[src/verilog/alarm_pkg.sv]
// constants, register layout and carriers for the dual alarm monitor
package alarm_pkg;
   localparam int DATA_W = 14;
   localparam int COUNT_W = 8;
   localparam int SRC_W = 3;
   localparam int FRAME_BITS = 16;
   localparam int ADDR_W = 7;
   localparam logic [3:0] LAST_BIT = 4'hF;
   localparam logic [ADDR_W-1:0] ADDR_ALARM1_THRESHOLD = 7'h20;
   localparam logic [ADDR_W-1:0] ADDR_ALARM2_THRESHOLD = 7'h22;
   localparam logic [ADDR_W-1:0] ADDR_ALARM1_COUNT = 7'h24;
   localparam logic [ADDR_W-1:0] ADDR_ALARM2_COUNT = 7'h26;
   localparam logic [ADDR_W-1:0] ADDR_ALARM_CONTROL = 7'h28;
   localparam logic [15:0] REG_RESET = 16'h0000;
   localparam logic [15:0] THRESHOLD_MASK = 16'hBFFF;
   localparam logic [15:0] COUNT_MASK = 16'h00FF;
   localparam logic [15:0] CONTROL_MASK = 16'hFF37;
   localparam int WRITE_FLAG_BIT = 15;
   localparam int LIMIT_ABOVE_BIT = 15;
   localparam int CTL_SLOPE2 = 15;
   localparam int CTL_SRC2_LSB = 12;
   localparam int CTL_SLOPE1 = 11;
   localparam int CTL_SRC1_LSB = 8;
   localparam int CTL_FILT2 = 5;
   localparam int CTL_FILT1 = 4;
   localparam int CTL_OUT_EN = 2;
   localparam int CTL_OUT_POL = 1;
   localparam int CTL_OUT_LINE = 0;
   localparam logic [SRC_W-1:0] SRC_OFF = 3'h0;
   localparam logic [SRC_W-1:0] SRC_SUPPLY = 3'h1;
   localparam logic [SRC_W-1:0] SRC_UNUSED_A = 3'h2;
   localparam logic [SRC_W-1:0] SRC_UNUSED_B = 3'h3;
   localparam logic [SRC_W-1:0] SRC_AUX = 3'h4;
   localparam logic [SRC_W-1:0] SRC_TEMP = 3'h5;
   localparam logic [SRC_W-1:0] SRC_FULL = 3'h6;
   localparam logic [SRC_W-1:0] SRC_HALF = 3'h7;

   typedef enum logic [1:0] {
      SPI_IDLE = 2'b01,
      SPI_SHIFT = 2'b10
   } spi_state_e;

   typedef struct packed {
      logic [15:0] alarm1_threshold;
      logic [15:0] alarm2_threshold;
      logic [15:0] alarm1_slope_sample_count;
      logic [15:0] alarm2_slope_sample_count;
      logic [15:0] alarm_control;
   } alarm_regs_s;

   typedef struct packed {
      logic [DATA_W-1:0] supply;
      logic [DATA_W-1:0] aux;
      logic [DATA_W-1:0] temp;
      logic [DATA_W-1:0] full_circle_tilt_output;
      logic [DATA_W-1:0] half_circle_tilt_output;
   } sample_set_s;
endpackage

[src/verilog/alarm_eval.sv]
// one alarm channel: threshold or averaged rate-of-change comparison
`timescale 1ns/1ns
module alarm_eval import alarm_pkg::*; #(
   parameter int DW = DATA_W,
   parameter int CW = COUNT_W
) (
   input wire logic sys_clk,
   input wire logic reset_n,
   input wire logic sample_tick,
   input wire logic enable,
   input wire logic rate_of_change_mode,
   input wire logic above,
   input wire logic signed_fmt,
   input wire logic [DW-1:0] threshold,
   input wire logic [CW-1:0] count,
   input wire logic [DW-1:0] sample,
   output logic alarm_active
);
   if (DW < 2 || CW < 1) begin : g_bad_width
      $error("alarm_eval: widths too small");
   end

   localparam int EW = DW + 2;
   localparam int PW = EW + CW + 1;

   logic primed;
   logic [CW-1:0] win_cnt;
   logic signed [EW-1:0] start_val;

   // source format decides sign extension of both sample and threshold
   wire logic signed [EW-1:0] sample_ext = signed_fmt ? EW'($signed(sample)) : EW'(sample);
   wire logic signed [EW-1:0] limit_ext = signed_fmt ? EW'($signed(threshold)) : EW'(threshold);
   // a slope can fall as well as rise, so the slope limit is always signed
   wire logic signed [EW-1:0] slope_ext = EW'($signed(threshold));
   wire logic [CW-1:0] n_eff = (count == '0) ? CW'(1) : count;
   wire logic last_of_window = (CW'(win_cnt + CW'(1)) == n_eff);
   wire logic signed [EW-1:0] delta = sample_ext - start_val;
   // delta/n compared with limit becomes delta against limit*n: no divider
   wire logic signed [PW-1:0] delta_w = PW'(delta);
   wire logic signed [PW-1:0] limit_w = PW'(slope_ext) * $signed({1'b0, n_eff});
   wire logic level_hit = above ? (sample_ext > limit_ext) : (sample_ext < limit_ext);
   wire logic slope_hit = above ? (delta_w > limit_w) : (delta_w < limit_w);

   always_ff @(posedge sys_clk) begin
      if (!reset_n || !enable) begin
         alarm_active <= 1'b0;
         primed <= 1'b0;
         win_cnt <= '0;
         start_val <= '0;
      end else if (sample_tick) begin
         if (!rate_of_change_mode) begin
            alarm_active <= level_hit;
            primed <= 1'b0;
         end else if (!primed) begin
            start_val <= sample_ext;
            primed <= 1'b1;
            win_cnt <= '0;
         end else if (last_of_window) begin
            alarm_active <= slope_hit;
            start_val <= sample_ext;
            win_cnt <= '0;
         end else begin
            win_cnt <= CW'(win_cnt + CW'(1));
         end
      end
   end

   disabled_quiet_a: assert property (@(posedge sys_clk) disable iff (!reset_n)
      !enable |=> !alarm_active) else $error("disabled alarm is active");
   level_compare_a: assert property (@(posedge sys_clk) disable iff (!reset_n)
      enable && sample_tick && !rate_of_change_mode |=> alarm_active == $past(level_hit))
      else $error("threshold compare result wrong");
   hold_between_a: assert property (@(posedge sys_clk) disable iff (!reset_n)
      enable && !sample_tick |=> alarm_active == $past(alarm_active))
      else $error("alarm changed between samples");
   window_bound_a: assert property (@(posedge sys_clk) disable iff (!reset_n)
      enable && rate_of_change_mode && primed |-> win_cnt < n_eff)
      else $error("slope window overran its count");
endmodule // alarm_eval

[src/verilog/alarm_monitor.sv]
// dual alarm monitor: serial register port, two alarm channels, alarm pin steering
//
// Operation
// - alarm 1 sample count is the low byte; upper byte unused
// - alarm 2 sample count is the low byte; upper byte unused
// - slope mode averages change over the count, compares with the threshold
// - threshold and count registers survive power cycles through the storage image
// - all alarm registers read zero after reset until written or restored from the storage image
// - alarm 2 threshold bit 15 picks above or below detection
// - alarm 2 threshold value in bits 13..0, bit 14 unused, source format
// - control bit 15 selects slope mode for alarm 2
// - control bits 14..12 pick alarm 2 source; zero disables
// - control bit 11 selects slope mode for alarm 1
// - control bits 10..8 pick alarm 1 source; zero disables
// - source codes: supply, aux, temperature, full-circle and half-circle tilt
// - control bits 5 and 4 select filtered data for alarms 2 and 1
// - control bit 2 enables alarm pin, bit 1 sets its polarity
// - control bit 0 routes the alarm pin to line b, else line a
// - one pin flags either alarm; status shows which one fired
// - misc control beats alarm control, which beats general io control
// - alarm 1 threshold bit 15 picks above or below, value low 14 bits
`timescale 1ns/1ns
module alarm_monitor import alarm_pkg::*; (
   input wire logic sys_clk,
   input wire logic reset_n,
   input wire logic spi_sclk,
   input wire logic spi_cs_n,
   input wire logic spi_mosi,
   output logic spi_miso,
   input wire logic sample_tick,
   input wire sample_set_s sample_raw,
   input wire sample_set_s sample_filtered,
   input wire logic nv_valid,
   input wire alarm_regs_s nv_image,
   output alarm_regs_s nv_store,
   input wire logic [1:0] misc_claim,
   input wire logic [1:0] misc_level,
   input wire logic [1:0] gpio_drive,
   input wire logic [1:0] gpio_level,
   output logic [1:0] dio_out,
   output logic [1:0] dio_oe_n,
   output logic [1:0] alarm_active
);
   alarm_regs_s regs;
   logic load_pending;
   spi_state_e spi_state;
   logic sclk_meta, sclk_sync, sclk_prev;
   logic cs_meta, cs_sync, cs_prev;
   logic mosi_meta, mosi_sync;
   logic [3:0] bit_cnt;
   logic [FRAME_BITS-1:0] shift_in;
   logic [FRAME_BITS-1:0] shift_out;
   logic [ADDR_W-1:0] read_ptr;

   // pin side: two flops before anything looks at the serial lines
   always_ff @(posedge sys_clk) begin
      if (!reset_n) begin
         sclk_meta <= 1'b1;
         sclk_sync <= 1'b1;
         sclk_prev <= 1'b1;
         cs_meta <= 1'b1;
         cs_sync <= 1'b1;
         cs_prev <= 1'b1;
         mosi_meta <= 1'b0;
         mosi_sync <= 1'b0;
      end else begin
         sclk_meta <= spi_sclk;
         sclk_sync <= sclk_meta;
         sclk_prev <= sclk_sync;
         cs_meta <= spi_cs_n;
         cs_sync <= cs_meta;
         cs_prev <= cs_sync;
         mosi_meta <= spi_mosi;
         mosi_sync <= mosi_meta;
      end
   end

   wire logic frame_start = cs_prev && !cs_sync;
   wire logic sclk_rise = !sclk_prev && sclk_sync && !cs_sync;
   wire logic sclk_fall = sclk_prev && !sclk_sync && !cs_sync;
   wire logic in_frame = (spi_state == SPI_SHIFT);
   wire logic frame_done = in_frame && sclk_rise && (bit_cnt == LAST_BIT);
   wire logic [FRAME_BITS-1:0] next_shift_in = {shift_in[FRAME_BITS-2:0], mosi_sync};
   wire logic wr_strobe = frame_done && next_shift_in[WRITE_FLAG_BIT];
   wire logic rd_request = frame_done && !next_shift_in[WRITE_FLAG_BIT];
   wire logic [ADDR_W-1:0] frame_addr = next_shift_in[FRAME_BITS-2:8];
   wire logic [7:0] frame_data = next_shift_in[7:0];
   wire logic [ADDR_W-2:0] frame_word = frame_addr[ADDR_W-1:1];
   wire logic frame_high = frame_addr[0];

   always_ff @(posedge sys_clk) begin
      if (!reset_n) begin
         spi_state <= SPI_IDLE;
         bit_cnt <= '0;
         shift_in <= '0;
      end else begin
         unique case (spi_state)
            SPI_IDLE: begin
               if (frame_start) begin
                  spi_state <= SPI_SHIFT;
               end
               bit_cnt <= '0;
            end
            SPI_SHIFT: begin
               if (cs_sync) begin
                  spi_state <= SPI_IDLE;
               end else if (sclk_rise) begin
                  shift_in <= next_shift_in;
                  bit_cnt <= 4'(bit_cnt + 4'h1);
               end
            end
         endcase
      end
   end

   // read word decode: unmapped addresses read zero
   wire logic [15:0] read_word =
      (read_ptr[ADDR_W-1:1] == ADDR_ALARM1_THRESHOLD[ADDR_W-1:1]) ? regs.alarm1_threshold :
      (read_ptr[ADDR_W-1:1] == ADDR_ALARM2_THRESHOLD[ADDR_W-1:1]) ? regs.alarm2_threshold :
      (read_ptr[ADDR_W-1:1] == ADDR_ALARM1_COUNT[ADDR_W-1:1]) ? regs.alarm1_slope_sample_count :
      (read_ptr[ADDR_W-1:1] == ADDR_ALARM2_COUNT[ADDR_W-1:1]) ? regs.alarm2_slope_sample_count :
      (read_ptr[ADDR_W-1:1] == ADDR_ALARM_CONTROL[ADDR_W-1:1]) ? regs.alarm_control : REG_RESET;

   // a read frame names the word; its data goes out on the following frame
   always_ff @(posedge sys_clk) begin
      if (!reset_n) begin
         read_ptr <= '0;
         shift_out <= '0;
      end else begin
         if (rd_request) begin
            read_ptr <= frame_addr;
         end
         if (frame_start) begin
            shift_out <= read_word;
         end else if (in_frame && sclk_fall && bit_cnt != '0) begin
            // the first fall comes before any rise: the msb must still stand for it
            shift_out <= {shift_out[FRAME_BITS-2:0], 1'b0};
         end
      end
   end
   assign spi_miso = shift_out[FRAME_BITS-1];

   function automatic logic [15:0] merge_byte(input logic [15:0] cur, input logic hi,
                                              input logic [7:0] data, input logic [15:0] mask);
      logic [15:0] merged;
      merged = hi ? {data, cur[7:0]} : {cur[15:8], data};
      return merged & mask;
   endfunction

   wire logic hit_lim1 = wr_strobe && (frame_word == ADDR_ALARM1_THRESHOLD[ADDR_W-1:1]);
   wire logic hit_lim2 = wr_strobe && (frame_word == ADDR_ALARM2_THRESHOLD[ADDR_W-1:1]);
   wire logic hit_cnt1 = wr_strobe && (frame_word == ADDR_ALARM1_COUNT[ADDR_W-1:1]);
   wire logic hit_cnt2 = wr_strobe && (frame_word == ADDR_ALARM2_COUNT[ADDR_W-1:1]);
   wire logic hit_ctl = wr_strobe && (frame_word == ADDR_ALARM_CONTROL[ADDR_W-1:1]);

   // writes are byte wide; masks keep unused bits at zero
   wire logic [15:0] next_lim1 = merge_byte(regs.alarm1_threshold, frame_high, frame_data,
                                            THRESHOLD_MASK);
   wire logic [15:0] next_lim2 = merge_byte(regs.alarm2_threshold, frame_high, frame_data,
                                            THRESHOLD_MASK);
   wire logic [15:0] next_cnt1 = merge_byte(regs.alarm1_slope_sample_count, frame_high, frame_data,
                                            COUNT_MASK);
   wire logic [15:0] next_cnt2 = merge_byte(regs.alarm2_slope_sample_count, frame_high, frame_data,
                                            COUNT_MASK);
   wire logic [15:0] next_ctl = merge_byte(regs.alarm_control, frame_high, frame_data,
                                           CONTROL_MASK);

   // storage image is restored once after reset; it is a strap, so taken on a clock edge
   always_ff @(posedge sys_clk) begin
      if (!reset_n) begin
         regs <= {5{REG_RESET}};
         load_pending <= 1'b1;
      end else begin
         load_pending <= 1'b0;
         if (load_pending && nv_valid) begin
            regs.alarm1_threshold <= nv_image.alarm1_threshold & THRESHOLD_MASK;
            regs.alarm2_threshold <= nv_image.alarm2_threshold & THRESHOLD_MASK;
            regs.alarm1_slope_sample_count <= nv_image.alarm1_slope_sample_count & COUNT_MASK;
            regs.alarm2_slope_sample_count <= nv_image.alarm2_slope_sample_count & COUNT_MASK;
            regs.alarm_control <= nv_image.alarm_control & CONTROL_MASK;
         end else begin
            if (hit_lim1) regs.alarm1_threshold <= next_lim1;
            if (hit_lim2) regs.alarm2_threshold <= next_lim2;
            if (hit_cnt1) regs.alarm1_slope_sample_count <= next_cnt1;
            if (hit_cnt2) regs.alarm2_slope_sample_count <= next_cnt2;
            if (hit_ctl) regs.alarm_control <= next_ctl;
         end
      end
   end
   assign nv_store = regs;

   // per-channel source selection and evaluation
   wire logic [1:0][15:0] limit_reg = {regs.alarm2_threshold, regs.alarm1_threshold};
   wire logic [1:0][15:0] cnt_reg = {regs.alarm2_slope_sample_count, regs.alarm1_slope_sample_count};
   wire logic [1:0][SRC_W-1:0] src_sel = {regs.alarm_control[CTL_SRC2_LSB +: SRC_W],
                                          regs.alarm_control[CTL_SRC1_LSB +: SRC_W]};
   wire logic [1:0] slope_sel = {regs.alarm_control[CTL_SLOPE2], regs.alarm_control[CTL_SLOPE1]};
   wire logic [1:0] filt_sel = {regs.alarm_control[CTL_FILT2], regs.alarm_control[CTL_FILT1]};

   genvar ch;
   generate
      for (ch = 0; ch < 2; ch++) begin : g_alarm
         wire sample_set_s pick_set = filt_sel[ch] ? sample_filtered : sample_raw;
         wire logic [DATA_W-1:0] pick_val =
            (src_sel[ch] == SRC_SUPPLY) ? pick_set.supply :
            (src_sel[ch] == SRC_AUX) ? pick_set.aux :
            (src_sel[ch] == SRC_TEMP) ? pick_set.temp :
            (src_sel[ch] == SRC_FULL) ? pick_set.full_circle_tilt_output :
            pick_set.half_circle_tilt_output;
         // off and the two unused codes all leave the channel disabled
         wire logic ch_enable = (src_sel[ch] != SRC_OFF) && (src_sel[ch] != SRC_UNUSED_A) &&
                                (src_sel[ch] != SRC_UNUSED_B);
         alarm_eval #(.DW(DATA_W), .CW(COUNT_W)) u_eval (
            .sys_clk(sys_clk),
            .reset_n(reset_n),
            .sample_tick(sample_tick),
            .enable(ch_enable),
            .rate_of_change_mode(slope_sel[ch]),
            .above(limit_reg[ch][LIMIT_ABOVE_BIT]),
            .signed_fmt(src_sel[ch] == SRC_HALF),
            .threshold(limit_reg[ch][DATA_W-1:0]),
            .count(cnt_reg[ch][COUNT_W-1:0]),
            .sample(pick_val),
            .alarm_active(alarm_active[ch])
         );
      end
   endgenerate

   // one pin for both alarms; alarm_active tells the host which one fired
   wire logic alarm_any = |alarm_active;
   wire logic pin_enable = regs.alarm_control[CTL_OUT_EN];
   wire logic pin_level = regs.alarm_control[CTL_OUT_POL] ? alarm_any : !alarm_any;
   wire logic [1:0] alarm_claim = {pin_enable && regs.alarm_control[CTL_OUT_LINE],
                                   pin_enable && !regs.alarm_control[CTL_OUT_LINE]};

   genvar ln;
   generate
      for (ln = 0; ln < 2; ln++) begin : g_line
         wire logic next_level = misc_claim[ln] ? misc_level[ln] :
                                 alarm_claim[ln] ? pin_level : gpio_level[ln];
         wire logic next_drive = misc_claim[ln] || alarm_claim[ln] || gpio_drive[ln];
         always_ff @(posedge sys_clk) begin
            if (!reset_n) begin
               dio_out[ln] <= 1'b0;
               dio_oe_n[ln] <= 1'b1;
            end else begin
               dio_out[ln] <= next_level;
               dio_oe_n[ln] <= !next_drive;
            end
         end
      end
   endgenerate

   misc_priority_a: assert property (@(posedge sys_clk) disable iff (!reset_n)
      misc_claim[0] |=> dio_out[0] == $past(misc_level[0]) && !dio_oe_n[0])
      else $error("misc control lost line a");
   alarm_pin_level_a: assert property (@(posedge sys_clk) disable iff (!reset_n)
      !misc_claim[1] && pin_enable && regs.alarm_control[CTL_OUT_LINE]
      |=> !dio_oe_n[1] && dio_out[1] == ($past(regs.alarm_control[CTL_OUT_POL]) ~^ $past(alarm_any)))
      else $error("alarm pin level or polarity wrong");
   unused_zero_a: assert property (@(posedge sys_clk) disable iff (!reset_n)
      (regs.alarm_control & ~CONTROL_MASK) == '0 && regs.alarm1_slope_sample_count[15:8] == '0
      && regs.alarm2_threshold[14] == 1'b0) else $error("unused register bit set");
   write_lands_a: assert property (@(posedge sys_clk) disable iff (!reset_n)
      hit_ctl && !load_pending |=> regs.alarm_control == $past(next_ctl))
      else $error("control write did not land");
endmodule // alarm_monitor

[config.mk]
export PLATFORM = sky130hd
export DESIGN_NAME = alarm_monitor
export DESIGN_NICKNAME = d
export VERILOG_FILES = /design/src/verilog/alarm_pkg.sv /design/src/verilog/alarm_eval.sv /design/src/verilog/alarm_monitor.sv
export SDC_FILE = /design/constraint.sdc
export NUM_CORES = 1
export LEC_CHECK = 0
export ABC_AREA = 1
export BUFFER_PORTS_ARGS = -buffer_cell sky130_fd_sc_hd__clkbuf_2
export CAP_MARGIN = 20
export CORE_ASPECT_RATIO = 0.7
export CORE_MARGIN = 2
export CORE_UTILIZATION = 45
export DETAILED_ROUTE_END_ITERATION = 6
export PLACE_DENSITY = 0.68
export SKIP_LAST_GASP = 1
export SYNTH_ARGS = -nofsm -noshare
export SYNTH_HDL_FRONTEND = slang
export SYNTH_HIERARCHICAL = 1
export SYNTH_SLANG_ARGS = --single-unit
[constraint.sdc]
create_clock -name sys_clk -period 5.4 [get_ports sys_clk]
set_input_delay 0.54 -clock sys_clk [delete_from_list [all_inputs] [get_ports sys_clk]]
set_output_delay 0.54 -clock sys_clk [all_outputs]
set_load 0.03 [all_outputs]
-- Word level (Yosys, flattened, before mapping)
Cells that the tools add are included.
- $add $sub $neg: 5
- muxes and demuxes: 64
- magnitude comparators: 8
- bitwise operators: 1
- multiply operators: 2
- equality and inequality tests: 40
- reduce and logical (&&, ||, !) cells: 70
- operators by type and width (cell ; count):
    two-way mux 16 bit ; 20
    two-way mux 70 bit ; 2
    two-way mux 14 bit ; 8
    two-way mux 80 bit ; 1
    two-way mux 8 bit ; 9
    == test 6 x 5 -> 1 bit, second input constant ; 10
    greater-than comparator 16 x 23 -> 1 bit ; 2
    less-than comparator 16 x 23 -> 1 bit ; 2
    multiplier 14 x 9 -> 23 bit ; 2
    greater-than comparator 16 bit ; 2
    less-than comparator 16 bit ; 2
    subtractor 16 bit ; 2
    == test 3 bit, second input constant ; 8
    AND reduction 2 bit ; 12
    logical AND 1 bit ; 23
    two-way mux 1 bit ; 18
    adder 8 x 1 -> 8 bit, second input constant ; 2
    == test 8 bit ; 2
    logical NOT 8 bit ; 2
    AND reduction 3 bit ; 5
    nonzero test 2 bit ; 7
    != test 2 bit, second input constant ; 6
    != test 3 x 2 -> 1 bit, second input constant ; 4
    logical NOT 1 bit ; 11
    15 further kinds ; 28
- word-level logic and storage cells: 224
- bits in registers: 168
- input port bits: 235
- output and inout port bits: 87

-- Longest topological paths before layout
- depth in word-level cells: 12
- depth in mapped cells: 38
- depth with buffers taken out: 37

-- Cells and area by module
Netlist, hierarchy kept.
- by module, submodules not included (module ; times used ; sequential area each (sq um) ; area each (sq um) ; cells an instance):
    alarm_monitor ; 1 ; 2302.2 ; 8419.3 ; 1448
    alarm_eval at g_alarm[0].u_eval ; 1 ; 500.5 ; 7384.6 ; 1056
    alarm_eval at g_alarm[1].u_eval ; 1 ; 500.5 ; 7302.0 ; 1072

-- Worst setup path before layout
No wires, ideal clock.
- path kind: flip-flop to flip-flop
- from: register regs (netlist bit nv_store[19])
- to: register g_alarm[1].u_eval.alarm_active
- data arrival time: 5957 ps
- data required time: 5287 ps
- setup slack: -670 ps
- buffers on the path: 2
- clock period less this slack: 6070 ps
- stages on the path, launching flop included: 38
- library setup time: 113 ps
- cell sequence: dfxtp_1 > buf_2 > nor2_1 > nand2_1 > inv_1 > nand2_1 > nand2_1 > clkbuf_1 > nand2_1 > fa_1 > inv_1 > fa_1 > inv_1 > fa_1 > inv_1 > fa_1 > ha_1 > nand2_1 > [2 not listed] > o21ai_0 > a21oi_1 > o21ai_0 > xor2_1 > ha_1 > nand2_1 > nor2_1 > nand2_1 > nor2_1 > nand2_1 > nand3_1 > nand2_1 > nand2_1 > nand2_1 > nand3_1 > nand2_1 > nor2_1 > nor2_1
- word-level cells in the longest chain between the ends: 8
- elaborated cells on any way between the ends: 12
- RTL lines (element ; RTL line ; RTL):
    from (decl) ; alarm_monitor.sv:44 ; alarm_regs_s regs;
    from (signal assigned) ; alarm_monitor.sv:171 ; regs <= {5{REG_RESET}};
    logical NOT 8 bit ; alarm_eval.sv:35 ; wire logic [CW-1:0] n_eff = (count == '0) ? CW'(1) : count;
    two-way mux 8 bit (*) ; alarm_eval.sv:35 ;
    multiplier 14 x 9 -> 23 bit ; alarm_eval.sv:40 ; wire logic signed [PW-1:0] limit_w = PW'(slope_ext) * $signed({1'b0, n_eff});
    less-than comparator 16 x 23 -> 1 bit / greater-than comparator 16 x 23 -> 1 bit (equally long branches) ; alarm_eval.sv:42 ; wire logic slope_hit = above ? (delta_w > limit_w) : (delta_w < limit_w);
    two-way mux 1 bit ; alarm_eval.sv:42 ;
    two-way mux 1 bit ; alarm_eval.sv:58 ; end else if (last_of_window) begin
    two-way mux 1 bit ; alarm_eval.sv:54 ; end else if (!primed) begin
    two-way mux 1 bit ; alarm_eval.sv:51 ; if (!rate_of_change_mode) begin
    to (signal assigned) ; alarm_eval.sv:52 ; alarm_active <= level_hit;
    to (signal assigned) ; alarm_eval.sv:59 ; alarm_active <= slope_hit;
    to (decl) ; alarm_eval.sv:17 ; output logic alarm_active
Every way passes the cells marked *; elsewhere a longest branch is shown, timed or not. The select of a mux whose other input is x is not followed.
A chain may end at the register's enable or synchronous reset.

-- Final worst setup path
- from: register regs (netlist bit nv_store[20])
- to: register g_alarm[1].u_eval.alarm_active
The elaborated chain is that of the path after synthesis.

==> flow_summary_export.csv <==
group,metric,value,unit
status,status,"finished with violations",
status,failed_checks,"setup timing",
placement,port_buffers,279,
global_routing,antenna_found_initial,1,
worst_hold_path,holdCritPathClass,"primary input to flop",
cts,cts_buffer_depth,2,
timing,worstMarginPinSlew,1.11,ns
global_routing,grt_max_degree,53,
cells_and_area,drive_gt1_share,20.6,%
placement,gp_congestion,0.945,
power_and_ir_drop,ir_drop,0.203,mV
timing,maxSlewHeadroom,26.0,%
global_routing,grt_pass1_wl,124000,um
critical_path,slowest_delay,0.62,ns
cts,cts_inserted_buffers,17,
job,drv_cap,0,
synthesis,synthArstFlopShare,0,%
cells_and_area,multi_input_area,17300,um2
route,routed_wl,78900,um
synthesis,syn_area,23100,um2
placement,dp_hpwl,63600,um
timing,worst_slack,-0.312,ns
floorplanning,initial_core_util,45.5,%
global_routing,grt-ovfl-total,0,
critical_path,cp_max_fo,4,
cts,clock-root-buffer,"clkbuf_16",
cts,cts_tree,"yes",
synthesis,syn_inst,3576,
power_and_ir_drop,switchingPower,1.68,mW
synthesis,synthDistinctLibCells,47,
synthesis,yosys_warnings,6,
timing,period_share,106,%
synthesis,synth-main-ff-cell,"dfxtp_1",
route,route.detailed.drc,0,
synthesis,synth_top_area_share,15.8,%
synthesis,synth_edf_count,0,
power_and_ir_drop,p_seq_share,30.6,%
critical_path,startpoint_type,"flop",
placement,place_ws,-0.597,ns
timing,rsz0062_at_grt,"true",
route,drtPass1Iterations,6,
power_and_ir_drop,p_sw_share,40.0,%
global_routing,grt_pass1_vias,22300,
critical_path,arrival,6.06,ns
critical_path,cpMaxStageDelayCell,"fa_2",
timing,fmax,0.175,GHz
timing,setup-violations-final,2,
cts,clk_pin_slew,0.08,ns
global_routing,grt_use_total,29.5,%
synthesis,ys_seq_area_share,14.3,%
cts,numClockSinks,165,
floorplanning,dieArea,53200,um2
critical_path,critical_path_class,"flop to flop",
cts,h-tree-depth,4,
power_and_ir_drop,p_leak,14.6,nW
critical_path,regToRegStartpoint,"nv_store[20]",
floorplanning,die_w,275,um
cells_and_area,final_util,55.8,%
worst_hold_path,hold_start,"spi_mosi",
timing,fin_skew,0.0156,ns
route,final_antenna_net_count,0,
critical_path,end_kind,"flop",
route,num_vias,24300,
synthesis,synth.top_cells.by_count,"nand2_1 (932), inv_1 (683), a21oi_1 (306), nand3_1 (216), nor2_1 (213)",
power_and_ir_drop,p_int,2.51,mW
route,via_per_inst,5.21,
cells_and_area,final_nets,4594,
timing,timing.setup.tns,-0.533,ns
floorplanning,die_y,194,um
synthesis,synth_top_cell_by_area,"fa_1",
floorplanning,core_area,50800,um2
floorplanning,rows,69,
cts,clkLatencyLatePin,0.46,ns
cells_and_area,seqCellArea,3360,um2
floorplanning,ios,322,
cells_and_area,n_antenna_cell,0,
timing,finalCriticalPeriod,5.71,ns
power_and_ir_drop,clockPowerShare,29.4,%
power_and_ir_drop,p_per_area,148,nW/um2
critical_path,cp.required,5.75,ns
critical_path,critPathLaunch,"nv_store[20]",
timing,drv_slew,0,
power_and_ir_drop,pwr-share-comb,40.0,%
power_and_ir_drop,power,4.19,mW
synthesis,synth_area_leaders,"fa_1 (16%), nand2_1 (15%), dfxtp_1 (14%)",
timing,hold_violations,0,
critical_path,critPathMostFrequentCell,"nand2_1",
synthesis,ys_ff_latch,165,
route,drtIter0Drc,2291,
synthesis,synth_area_per_cell,6.46,um2
cells_and_area,area_growth,22.6,%
synthesis,synth.most_common_cell,"nand2_1",
cells_and_area,fillers,4966,
route,wire_per_inst,16.9,um
routing by layer:
metal  up-vias  global-route usage (%)  routed length [um]
li1      11900                       -                   -
met1     11000                    45.1               36700
met5         -                       0                  10
met3       123                    7.01                8910
met4         2                    6.91                2010
met2      1249                    41.3               31300
flip-flops by register name (all words and copies together) (netlist names), 2 cells and up:
| register | flops |
|---|---|
| bit_cnt | 4 |
| dio_oe_n | 2 |
| dio_out | 2 |
| g_alarm.u_eval/alarm_active | 2 |
| g_alarm.u_eval/primed | 2 |
| g_alarm.u_eval/start_val | 30 |
| g_alarm.u_eval/win_cnt | 16 |
| nv_store | 59 |
| read_ptr | 6 |
| shift_in | 15 |
| shift_out | 16 |
| spi_state | 2 |
layout make-up:
| type | instances | area share, % |
|---|---|---|
| inverter | 689 | 9.20 |
| multi-input combinational | 2555 | 61.0 |
| tap | 674 | 2.98 |
| timing repair buffer | 547 | 12.9 |
| sequential | 165 | 11.9 |
| clock inverter | 14 | 0.539 |
| clock buffer | 18 | 1.53 |
worst max-delay path: cells and delay by family (launching register included):
kind | cells | cell delay, ns
AOI/OAI and AO/OA | 1 | 0.13
DFF | 1 | 0.36
buffers and inverters | 6 | 0.29
adders and majority gates | 6 | 2.76
xor gates and xnor gates | 1 | 0.16
and+or+nand+nor | 19 | 1.88
stage by stage:
stage / hold slack (ns) / area, um2 / instances
detailed placement: 0.401 / 26900 / 4611
global route: 0.263 / 28300 / 4662
finish: 0.267 / 28300 / 4662
CTS: 0.252 / 28100 / 4657
global placement: 0.394 / 26900 / 4611
floorplan: 0.390 / 23600 / 3596
final timing paths:
kind | slack, ns | cells past startpoint | to
hold reg to reg | 0.41 | 2 | mosi_sync
setup reg to reg | -0.31 | 33 | g_alarm[1].u_eval/alarm_active
setup / recovery | -0.31 | 33 | g_alarm[1].u_eval/alarm_active
hold / removal | 0.27 | 3 | mosi_meta
timing repair:
action	in CTS	in global routing
setup buffers	14	4
resized for setup	100	61
pin swaps	91	50
endpoints found under the setup margin	2	2
hold buffers	0	0
cloned	1	0
layout by cell type, fill, tap and decap left out, types with 32 or more instances in the layout:
cell / instances
clkbuf_2: 279
a21oi_1: 280
xor2_1: 43
o211ai_1: 52
inv_1: 655
fa_1: 176
nand3_1: 211
dfxtp_1: 146
xnor2_1: 32
o21ai_0: 165
nand2_1: 906
ha_1: 172
buf_4: 244
nor2_1: 192
power by group through the flow:
| stage | Clock (mW) | Combinational [mW] | Sequential [mW] |
|---|---|---|---|
| finish | 1.23 | 1.67 | 1.28 |
| global route | 1.30 | 1.86 | 1.28 |
| CTS | 1.25 | 1.62 | 1.28 |
| detailed placement | 0 | 1.56 | 1.31 |
| global placement | 0 | 1.55 | 1.31 |
| floorplan | 0 | 1.01 | 1.33 |
logic make-up (layout without fill, tap and decap cells):
logic type      after synthesis  count (layout)  share of synthesized area, %
buf+inv                     876            1268                          15.1
flops                       165             165                          14.3
fa+ha+maj                   384             384                          26.7
compound gates              620             620                          14.8
other cells                   1              21                        0.0162
xor+xnor                     76              76                          2.88
simple gates               1454            1454                          26.2
No activity file was read; power rests on OpenSTA's default activity.
